$ cat config.mk
export PLATFORM = sky130hd
export DESIGN_NAME = trc_ctrl
export DESIGN_NICKNAME = d
export VERILOG_FILES = /design/src/trc_wdog.v /design/src/trc_ctrl.v
export VERILOG_INCLUDE_DIRS = /design/src
export SDC_FILE = /design/constraint.sdc
export NUM_CORES = 1
export LEC_CHECK = 0
export BUFFER_PORTS_ARGS = -buffer_cell sky130_fd_sc_hd__buf_2
export CAP_MARGIN = 20
export CORE_MARGIN = 2
export CORE_UTILIZATION = 50
export CTS_BUF_LIST = sky130_fd_sc_hd__clkbuf_4
export DETAILED_ROUTE_END_ITERATION = 8
export GPL_TIMING_DRIVEN = 0
export HOLD_SLACK_MARGIN = 0.15
export PLACE_DENSITY = 0.67
export RECOVER_POWER = 25
export SLEW_MARGIN = 20
export SYNTH_ARGS = -nofsm -noshare
export SYNTH_HDL_FRONTEND = slang
export SYNTH_SLANG_ARGS = --single-unit
$ cat constraint.sdc
create_clock -name clk_i -period 5 [get_ports clk_i]
set_clock_uncertainty 0.15 [all_clocks]
set_input_delay 0.25 -clock clk_i [delete_from_list [all_inputs] [get_ports clk_i]]
set_output_delay 0.25 -clock clk_i [all_outputs]
set_load 0.01 [all_outputs]
$ cat src/trc_regs.vh
// Constants for the thermistor readout configuration and control block.
// Assumes inclusion by bare name from the design files only.
`ifndef TRC_REGS_VH
`define TRC_REGS_VH
// Register byte offsets.
`define TRC_CTRL_OFS 12'h000
`define TRC_STAT_OFS 12'h004
`define TRC_IRQ_STAT_OFS 12'h008
`define TRC_IRQ_MASK_OFS 12'h00C
`define TRC_CMD_OFS 12'h010
`define TRC_NVCFG_OFS 12'h014
`define TRC_ACTCFG_OFS 12'h018
`define TRC_TYPE_OFS 12'h01C
`define TRC_RAW_OFS 12'h020
`define TRC_RESULT_OFS 12'h024
`define TRC_WDT_OFS 12'h028
// Configuration word fields: address 7:0, baud code 13:8, checksum 14, protocol 15.
`define TRC_CFG_ADDR_LSB 0
`define TRC_CFG_BAUD_LSB 8
`define TRC_CFG_CKS_BIT 14
`define TRC_CFG_PROTO_BIT 15
`define TRC_CFG_INIT_VAL 16'h0600
// Control fields.
`define TRC_CTRL_FMT_BIT 0
`define TRC_CTRL_NEWFW_BIT 1
`define TRC_CTRL_HWDT_EN_BIT 2
// Command codes written to the command register.
`define TRC_CMD_FRAME_RX 4'h1
`define TRC_CMD_RESP_DONE 4'h2
`define TRC_CMD_SET_CONFIG 4'h3
`define TRC_CMD_SET_PROTOCOL 4'h4
`define TRC_CMD_SET_TYPE 4'h5
`define TRC_CMD_RELOAD_CAL 4'h6
`define TRC_CMD_READ_CONFIG 4'h7
`define TRC_CMD_HOST_KICK 4'h8
// Interrupt status bits.
`define TRC_IRQ_UNDER 0
`define TRC_IRQ_OVER 1
`define TRC_IRQ_HWDT 2
`define TRC_IRQ_REFUSED 3
`define TRC_IRQ_MWDT 4
// Engineering and saturation codes.
`define TRC_UNDER_CODE 16'h8000
`define TRC_OVER_CODE 16'h7FFF
`define TRC_BAUD_9600 6'h06
// Module watchdog: 1 ms at 200 MHz.
`define TRC_MWDT_NS 1000000
`define TRC_CLK_NS 5
`define TRC_SAFE_RST 8'h00
`endif

$ cat src/trc_wdog.v
// Module watchdog counter: restarts on a kick, pulses when it runs out.
// Assumes one clock and a synchronous active-high reset.
`default_nettype none
module trc_wdog #(
  parameter LIMIT = 200000
) (
  // Clock and reset.
  input wire clk_i,
  input wire srst_i,
  // Kick and expiry.
  input wire kick_i,
  output reg expire_o
);
  reg [31:0] cnt_r;
  // Count up; a kick or an expiry starts a new period.
  always @(posedge clk_i) begin
    if (srst_i || kick_i) begin
      cnt_r <= 32'h0000_0000;
      expire_o <= 1'b0;
    end else if (cnt_r == LIMIT - 1) begin
      cnt_r <= 32'h0000_0000;
      expire_o <= 1'b1;
    end else begin
      cnt_r <= cnt_r + 32'h0000_0001;
      expire_o <= 1'b0;
    end
  end
endmodule // trc_wdog
`default_nettype wire

$ cat src/trc_ctrl.v
// Control and formatting core for an eight-channel thermistor readout, with AHB-Lite registers.
// Assumes a single AHB-Lite master, single word transfers, one clock, synchronous reset.
//
// Functional notes
// - engineering format scales within type-code limits
// - under-range gives -32768, over-range +32767
// - LED off when command frame received
// - LED on after response finished
// - override boots address 00, 9600, ASCII
// - stored config untouched, readable under override
// - baud/checksum/protocol changes need override mode
// - override strap sampled at power-on
// - host watchdog expiry forces safe outputs
// - module watchdog resets stalled logic
// - reload command restores factory calibration
// - ohm format limited to 180000/204800 ohms
// - codes 71-77 ohm limits 3200 doubling
// - protocol bit: 0 ASCII, 1 Modbus RTU
`default_nettype none
`include "trc_regs.vh"
module trc_ctrl #(
  parameter MWDT_CYC = `TRC_MWDT_NS / `TRC_CLK_NS,
  parameter [31:0] FACTORY_CAL = 32'h0001_0000 // Arbitrary default gain.
) (
  // Clock and reset.
  input wire clk_i,
  input wire srst_i,
  // AHB-Lite slave.
  input wire hsel_i,
  input wire [31:0] haddr_i,
  input wire [1:0] htrans_i,
  input wire hwrite_i,
  input wire [2:0] hsize_i,
  input wire [31:0] hwdata_i,
  input wire hready_i,
  output reg [31:0] hrdata_o,
  output reg hreadyout_o,
  output reg hresp_o,
  // Straps and stored configuration.
  input wire init_n_i,
  input wire [15:0] nv_cfg_i,
  // Indicators and outputs.
  output reg led_o,
  output reg [7:0] dout_o,
  output reg irq_o,
  output reg core_rst_o
);
  // ---------------------------------------------------------------
  // Helper functions
  // ---------------------------------------------------------------
  // Engineering low limit per type code.
  function signed [16:0] eng_lo;
    input [7:0] tc;
    begin
      case (tc)
        8'h60, 8'h69, 8'h6A, 8'h6B: eng_lo = -17'sd3000;
        8'h62: eng_lo = 17'sd0;
        8'h63, 8'h64: eng_lo = -17'sd8000;
        8'h65: eng_lo = -17'sd7000;
        8'h67, 8'h68: eng_lo = -17'sd4000;
        8'h6C: eng_lo = -17'sd1000;
        default: eng_lo = -17'sd5000;
      endcase
    end
  endfunction
  // Engineering high limit per type code.
  function signed [16:0] eng_hi;
    input [7:0] tc;
    begin
      case (tc)
        8'h60: eng_hi = 17'sd24000;
        8'h63, 8'h64, 8'h65: eng_hi = 17'sd10000;
        8'h6C: eng_hi = 17'sd20000;
        default: eng_hi = 17'sd15000;
      endcase
    end
  endfunction
  // Ohm ceiling per type code and firmware generation.
  function [17:0] ohm_max;
    input [7:0] tc;
    input newfw;
    begin
      if (!newfw) begin
        ohm_max = 18'd180000;
      end else if (tc >= 8'h71 && tc <= 8'h77) begin
        ohm_max = 18'd3200 << (tc[2:0] - 3'd1);
      end else begin
        ohm_max = 18'd204800;
      end
    end
  endfunction

  // ---------------------------------------------------------------
  // State
  // ---------------------------------------------------------------
  reg [31:0] ctrl_r;
  reg [7:0] type_r [0:7];
  reg [2:0] ch_sel_r;
  reg [31:0] raw_r;
  reg [15:0] result_r;
  reg [4:0] irq_stat_r;
  reg [4:0] irq_mask_r;
  reg [15:0] act_cfg_r;
  reg init_mode_r;
  reg booted_r;
  reg [31:0] cal_r;
  reg [7:0] safe_r;
  reg [7:0] dval_r;
  reg [15:0] hwdt_lim_r;
  reg [15:0] hwdt_cnt_r;
  reg hwdt_trip_r;
  reg refused_p;
  reg cfg_rd_p;
  reg [1:0] ovr_p;
  reg ph_valid_r;
  reg ph_write_r;
  reg [11:0] ph_addr_r;
  wire mwdt_expire;
  wire bus_act;
  wire wr_en;
  wire [7:0] cur_tc;
  wire [3:0] cmd;
  integer i;

  assign bus_act = hsel_i && hready_i && htrans_i[1];
  assign wr_en = ph_valid_r && ph_write_r;
  assign cmd = hwdata_i[3:0];
  assign cur_tc = type_r[ch_sel_r];

  // Module watchdog; software kicks it with every bus transfer.
  trc_wdog #(
    .LIMIT(MWDT_CYC)
  ) u_wdog (
    .clk_i(clk_i),
    .srst_i(srst_i),
    .kick_i(bus_act),
    .expire_o(mwdt_expire)
  );

  // ---------------------------------------------------------------
  // Bus address phase capture
  // ---------------------------------------------------------------
  // Zero wait states: the data phase always completes in one cycle.
  always @(posedge clk_i) begin
    if (srst_i) begin
      ph_valid_r <= 1'b0;
      ph_write_r <= 1'b0;
      ph_addr_r <= 12'h000;
      hreadyout_o <= 1'b1;
      hresp_o <= 1'b0;
    end else begin
      ph_valid_r <= bus_act;
      ph_write_r <= hwrite_i;
      ph_addr_r <= haddr_i[11:0];
      hreadyout_o <= 1'b1;
      hresp_o <= 1'b0;
    end
  end

  // ---------------------------------------------------------------
  // Boot, configuration and commands
  // ---------------------------------------------------------------
  always @(posedge clk_i) begin
    if (srst_i) begin
      booted_r <= 1'b0;
      init_mode_r <= 1'b0;
      act_cfg_r <= `TRC_CFG_INIT_VAL;
      ctrl_r <= 32'h0000_0000;
      ch_sel_r <= 3'h0;
      raw_r <= 32'h0000_0000;
      cal_r <= 32'h0000_0000;
      led_o <= 1'b1;
      safe_r <= `TRC_SAFE_RST;
      dval_r <= `TRC_SAFE_RST;
      hwdt_lim_r <= 16'hFFFF;
      refused_p <= 1'b0;
      cfg_rd_p <= 1'b0;
      irq_mask_r <= 5'h00;
      for (i = 0; i < 8; i = i + 1) begin
        type_r[i] <= 8'h60;
      end
    end else begin
      refused_p <= 1'b0;
      cfg_rd_p <= 1'b0;
      // Strap caught once after reset release, never under reset itself.
      if (!booted_r) begin
        booted_r <= 1'b1;
        init_mode_r <= !init_n_i;
        cal_r <= FACTORY_CAL;
        if (!init_n_i) begin
          act_cfg_r <= `TRC_CFG_INIT_VAL;
        end else begin
          act_cfg_r <= nv_cfg_i;
        end
      end
      if (wr_en && ph_addr_r == `TRC_CTRL_OFS) begin
        ctrl_r <= hwdata_i;
      end else if (wr_en && ph_addr_r == `TRC_IRQ_MASK_OFS) begin
        irq_mask_r <= hwdata_i[4:0];
      end else if (wr_en && ph_addr_r == `TRC_TYPE_OFS) begin
        ch_sel_r <= hwdata_i[10:8];
      end else if (wr_en && ph_addr_r == `TRC_RAW_OFS) begin
        raw_r <= hwdata_i;
      end else if (wr_en && ph_addr_r == `TRC_WDT_OFS) begin
        hwdt_lim_r <= hwdata_i[15:0];
        safe_r <= hwdata_i[23:16];
        dval_r <= hwdata_i[31:24];
      end else if (wr_en && ph_addr_r == `TRC_CMD_OFS) begin
        if (cmd == `TRC_CMD_FRAME_RX) begin
          led_o <= 1'b0;
        end else if (cmd == `TRC_CMD_RESP_DONE) begin
          led_o <= 1'b1;
        end else if (cmd == `TRC_CMD_SET_CONFIG) begin
          // Address change is always allowed; baud and checksum need override.
          act_cfg_r[7:0] <= hwdata_i[15:8];
          if (init_mode_r) begin
            act_cfg_r[14:8] <= hwdata_i[22:16];
          end else if (hwdata_i[22:16] != act_cfg_r[14:8]) begin
            refused_p <= 1'b1;
          end
        end else if (cmd == `TRC_CMD_SET_PROTOCOL) begin
          if (init_mode_r) begin
            act_cfg_r[`TRC_CFG_PROTO_BIT] <= hwdata_i[8];
          end else begin
            refused_p <= 1'b1;
          end
        end else if (cmd == `TRC_CMD_SET_TYPE) begin
          type_r[hwdata_i[10:8]] <= hwdata_i[23:16];
        end else if (cmd == `TRC_CMD_RELOAD_CAL) begin
          cal_r <= FACTORY_CAL;
        end else if (cmd == `TRC_CMD_READ_CONFIG) begin
          cfg_rd_p <= 1'b1;
        end
      end
    end
  end

  // ---------------------------------------------------------------
  // Host watchdog and safe outputs
  // ---------------------------------------------------------------
  // Counts clocks; the limit register is in cycles so a bench can shorten it.
  always @(posedge clk_i) begin
    if (srst_i) begin
      hwdt_cnt_r <= 16'h0000;
      hwdt_trip_r <= 1'b0;
      dout_o <= `TRC_SAFE_RST;
    end else begin
      if (wr_en && ph_addr_r == `TRC_CMD_OFS && cmd == `TRC_CMD_HOST_KICK) begin
        hwdt_cnt_r <= 16'h0000;
        hwdt_trip_r <= 1'b0;
      end else if (ctrl_r[`TRC_CTRL_HWDT_EN_BIT] && !hwdt_trip_r) begin
        if (hwdt_cnt_r >= hwdt_lim_r) begin
          hwdt_trip_r <= 1'b1;
        end else begin
          hwdt_cnt_r <= hwdt_cnt_r + 16'h0001;
        end
      end
      dout_o <= hwdt_trip_r ? safe_r : dval_r;
    end
  end

  // ---------------------------------------------------------------
  // Formatting and saturation
  // ---------------------------------------------------------------
  // Raw sample is signed engineering units, or unsigned ohms in ohm format.
  always @(posedge clk_i) begin
    if (srst_i) begin
      result_r <= 16'h0000;
      ovr_p <= 2'b00;
    end else if (ctrl_r[`TRC_CTRL_FMT_BIT]) begin
      // Ohm format reports tenths-free ohms scaled down by 4 to fit 16 bits.
      if (raw_r[17:0] > ohm_max(cur_tc, ctrl_r[`TRC_CTRL_NEWFW_BIT]) || |raw_r[31:18]) begin
        result_r <= `TRC_OVER_CODE;
        ovr_p <= 2'b10;
      end else begin
        result_r <= raw_r[17:2];
        ovr_p <= 2'b00;
      end
    end else if ($signed(raw_r) < eng_lo(cur_tc)) begin
      result_r <= `TRC_UNDER_CODE;
      ovr_p <= 2'b01;
    end else if ($signed(raw_r) > eng_hi(cur_tc)) begin
      result_r <= `TRC_OVER_CODE;
      ovr_p <= 2'b10;
    end else begin
      result_r <= raw_r[15:0];
      ovr_p <= 2'b00;
    end
  end

  // ---------------------------------------------------------------
  // Interrupts and module reset
  // ---------------------------------------------------------------
  // Set wins over a write-one clear in the same cycle.
  always @(posedge clk_i) begin
    if (srst_i) begin
      irq_stat_r <= 5'h00;
      irq_o <= 1'b0;
      core_rst_o <= 1'b0;
    end else begin
      irq_stat_r <= (irq_stat_r & ~((wr_en && ph_addr_r == `TRC_IRQ_STAT_OFS) ?
                     hwdata_i[4:0] : 5'h00)) |
                    {mwdt_expire, refused_p, hwdt_trip_r, ovr_p[1], ovr_p[0]};
      irq_o <= |(irq_stat_r & irq_mask_r);
      core_rst_o <= mwdt_expire;
    end
  end

  // ---------------------------------------------------------------
  // Read data
  // ---------------------------------------------------------------
  // Stored configuration reads back unchanged even under override.
  always @(posedge clk_i) begin
    if (srst_i) begin
      hrdata_o <= 32'h0000_0000;
    end else if (bus_act && !hwrite_i) begin
      if (haddr_i[11:0] == `TRC_CTRL_OFS) begin
        hrdata_o <= ctrl_r;
      end else if (haddr_i[11:0] == `TRC_STAT_OFS) begin
        hrdata_o <= {27'h0, core_rst_o, hwdt_trip_r, cfg_rd_p, led_o, init_mode_r};
      end else if (haddr_i[11:0] == `TRC_IRQ_STAT_OFS) begin
        hrdata_o <= {27'h0, irq_stat_r};
      end else if (haddr_i[11:0] == `TRC_IRQ_MASK_OFS) begin
        hrdata_o <= {27'h0, irq_mask_r};
      end else if (haddr_i[11:0] == `TRC_NVCFG_OFS) begin
        hrdata_o <= {16'h0, nv_cfg_i};
      end else if (haddr_i[11:0] == `TRC_ACTCFG_OFS) begin
        hrdata_o <= {16'h0, act_cfg_r};
      end else if (haddr_i[11:0] == `TRC_TYPE_OFS) begin
        hrdata_o <= {21'h0, ch_sel_r, cur_tc};
      end else if (haddr_i[11:0] == `TRC_RAW_OFS) begin
        hrdata_o <= cal_r;
      end else if (haddr_i[11:0] == `TRC_RESULT_OFS) begin
        hrdata_o <= {16'h0, result_r};
      end else if (haddr_i[11:0] == `TRC_WDT_OFS) begin
        hrdata_o <= {dval_r, safe_r, hwdt_lim_r};
      end else begin
        hrdata_o <= 32'h0000_0000;
      end
    end
  end
endmodule // trc_ctrl
`default_nettype wire

==> flow_summary.yaml <==
die:
  row_count: 66
  core_area_mm2: 0.0325
  chipHeight_um: 186
  die_area_mm2: 0.0346
  io_pins: 136
  start_util_pct: 50.9
  die_w_um: 186
detailed_routing:
  viasPerCell: 5.90
  drc: 0
  first_iter_violations: 1689
  vias: 15600
  ant_nets: 0
  wire_per_inst_um: 21.1
  routed_wl_mm: 55.7
  drtPass1Iterations: 8
critical_path:
  path_depth: 23
  crit_path_max_incr_delay_ns: 0.54
  path_buf_inv: 7
  r2r-end: "result_r[8]$_SDFF_PP0_"
  rrSetupSlack_ns: 0.20
  worstSetupEndpointType: "flop"
  endpoint: "result_r[8]$_SDFF_PP0_"
  critPathTopFamily: "compound AO/OA/AOI/OAI gates"
  critical_path_required_ns: 5.47
  rr_worst_depth: 23
  crit_type: "reg -> reg"
  crit_fanout: 10
  crit_slowest_cell: "mux4_2"
  cp.arrival_ns: 5.27
  critPathLaunchType: "flop"
  cp_cell_sequence: "buf_6 -> buf_8 -> mux4_2 -> mux2i_4 -> buf_12 -> ha_4 -> buf_6 -> inv_1 -> nand2_1 -> nor2_1 -> a211oi_2 -> a21oi_1 -> ha_1 -> nor2b_1 -> o21a_1 -> o21ai_0 -> a21oi_1 -> nor4bb_2 -> buf_4 -> o21ai_2 -> buf_4 -> o22ai_1 -> nor3_2"
clock_network:
  clock_latency_ns: 0.81
  h-tree-depth: 3
  cts_num_sinks: 353
  cts_buffer_depth: 3
  cts_root_buffer: "clkbuf_4"
  clk_pin_slew_ns: 0.07
  cts_buffers: 93
  tritoncts: "done"
placement:
  gp_congestion: 0.986
  dp_slack_ns: -0.628
  dp_hpwl_mm: 38.9
  placement.io_buffers: 105
  dp.cells: 2343
sta:
  fin_crit_ns: 4.80
  holdWs_ns: 0.188
  finalHoldViolations: 0
  fin_ws_ns: 0.196
  worst_pin_slew_ns: 1.07
  setup_viol: 0
  fmax_ghz: 0.208
  slew_headroom_pct: 27.8
  slew_viol_final: 0
  fin_crit_sh_pct: 96.1
  tns_ns: 0
layout:
  n_fill_cell: 2874
  mostFrequentLayoutCell: "dfxtp_1"
  num-nets-final: 2285
  final_cell_mix: "dfxtp_1 (289), nand2_1 (246), a21oi_1 (172)"
  areaGrowthSynthToFinish_pct: 21.8
  fin_cells: 2637
  drive_above_1_share_pct: 14.2
synth:
  netlist_area_mm2: 0.0166
  netlist_instances: 1795
  synth_area_leaders: "dfxtp_1 (35%), edfxtp_1 (12%), ha_1 (5.6%)"
  yosysSeqAreaShare_pct: 46.6
  yosysTopAreaCell: "dfxtp_1"
  ys.flop_type: "dfxtp_1"
  ys_seq_elements: 353
  yosysUniqueCellTypes: 82
  async_reset_ff_share_pct: 0
  synth.avg_cell_area_um2: 9.22
  yosysWarnings: 0
  synth.top_cell.area_share_pct: 34.9
  synth_edf_count: 64
  syn_nets: 1960
power:
  p_clk_share_pct: 43.3
  p_sw_share_pct: 25.4
  leakage_nw: 7.64
  power_density_mw_per_mm2: 290
  ir_drop_mv: 0.208
  seqPwrFrac_pct: 50.5
  power.total_w: 0.00584
  pwr-share-comb_pct: 6.3
  internal-power_w: 0.00435
  switchingPower_w: 0.00148
global_route:
  grt_pass1_vias: 14900
  grt_util_all_layers_pct: 32.0
  grt_overflow: 0
  grt_pass1_wl_mm: 83.2
  antenna_found_initial: 2
  grt_max_degree: 20
outcome:
  status: "finished clean"
flow_run:
  cap_violations: 0
min_path:
  min_path_type: "in -> reg"
## per-stage QoR
step | cell area (um2) | util, %
3_5_place_dp | 17600 | 54.2
4_1_cts | 20000 | 61.5
2_1_floorplan | 16600 | -
6_report | 20200 | 62.0
5_1_grt | 20200 | 61.9
3_3_place_gp | 17600 | 54.2
## what timing repair did
item	CTS	global route
cloned	0	1
resized for setup	14	36
buffers inserted	1	11
endpoints found under the hold margin	221	0
endpoints found under the setup margin	18	18
hold buffers	112	0
pin swaps	1	2
## how the worst min path moves through the flow
stage	start	to	slack, ns	depth (start not counted)
3_5_place_dp	refused_p$_SDFF_PP0_	irq_stat_r[3]$_SDFF_PP0_	0.28	2
5_1_grt	hwdata_i[15]	ctrl_r[15]$_SDFFE_PP0P_	0.15	4
4_1_cts	hwdata_i[15]	ctrl_r[15]$_SDFFE_PP0P_	0.15	4
3_3_place_gp	refused_p$_SDFF_PP0_	irq_stat_r[3]$_SDFF_PP0_	0.27	2
6_report	hwdata_i[15]	ctrl_r[15]$_SDFFE_PP0P_	0.19	4
2_1_floorplan	haddr_i[0]	ph_addr_r[0]$_SDFF_PP0_	0.23	1
## cells by family (layout without fill, tap and decap cells)
family / after synthesis / after routing / share of synthesized area, %
compound gates: 423 / 423 / 16.5
xor+xnor: 41 / 41 / 2.17
fa+ha+maj: 74 / 74 / 5.59
buf+inv: 156 / 551 / 3.85
flops: 353 / 353 / 46.6
mux: 48 / 48 / 4.25
other cells: 2 / 6 / 0.0454
simple gates: 698 / 699 / 21.0
## per-layer routing
| layer | wire length, um | vias to the layer above | track usage (%) |
|---|---|---|---|
| li1 | - | 7199 | - |
| met1 | 23000 | 7345 | 42.0 |
| met2 | 24100 | 837 | 47.8 |
| met3 | 5790 | 176 | 9.23 |
| met4 | 2790 | 0 | 16.8 |
| met5 | 0 | - | 0 |
## worst min-delay path, cell delays in order
cell and delay (ns):
dlygate4sd3_1 0.53, buf_2 0.19, nand2_1 0.08, a21oi_1 0.05
## area by class of cell
type / instances / area (um2) / area share, %
well taps: 442 / 553 / 2.74
multi-input cells: 1287 / 8340 / 41.4
repair buffers: 230 / 1700 / 8.43
inverters: 42 / 158 / 0.782
clock inverters: 32 / 173 / 0.857
plain buffers: 113 / 509 / 2.53
diodes: 4 / 10.0 / 0.0497
flip-flops and latches: 353 / 7710 / 38.2
clock buffers: 134 / 1010 / 4.99
## cell usage after synthesis, types with 20 or more instances
| library cell | count |
|---|---|
| a222oi_1 | 38 |
| nor2b_1 | 28 |
| nor2_1 | 129 |
| ha_1 | 74 |
| edfxtp_1 | 64 |
| or3_1 | 28 |
| nand2_1 | 246 |
| clkbuf_1 | 94 |
| mux2i_1 | 28 |
| a21oi_1 | 173 |
| o21ai_0 | 68 |
| xnor2_1 | 21 |
| o211ai_1 | 24 |
| inv_1 | 42 |
| nor3_1 | 37 |
| xor2_1 | 20 |
| nand3_1 | 37 |
| a221oi_1 | 21 |
| dfxtp_1 | 289 |
| and2_1 | 84 |
## flip-flops by register name, summed over array words and instances, names as in the netlist, 2 cells and up, named ones only
register and flops:
type_r 64, cal_r 32, ctrl_r 32, hrdata_o 32, raw_r 32, u_wdog.cnt_r 32, act_cfg_r 16, hwdt_cnt_r 16
hwdt_lim_r 16, result_r 16, ph_addr_r 12, dout_o 8, dval_r 8, safe_r 8, irq_mask_r 5, irq_stat_r 5
ch_sel_r 3, ovr_p 2
## power groups by stage
stage / combinational [W] / sequential [W] / clock, W
after floorplan: 0.000140 / 0.00300 / 0
after global placement: 0.000274 / 0.00301 / 0
after CTS: 0.000348 / 0.00294 / 0.00256
after detailed placement: 0.000279 / 0.00301 / 0
final: 0.000366 / 0.00295 / 0.00253
after global routing: 0.000387 / 0.00295 / 0.00272
(Power assumes the default switching activity.)
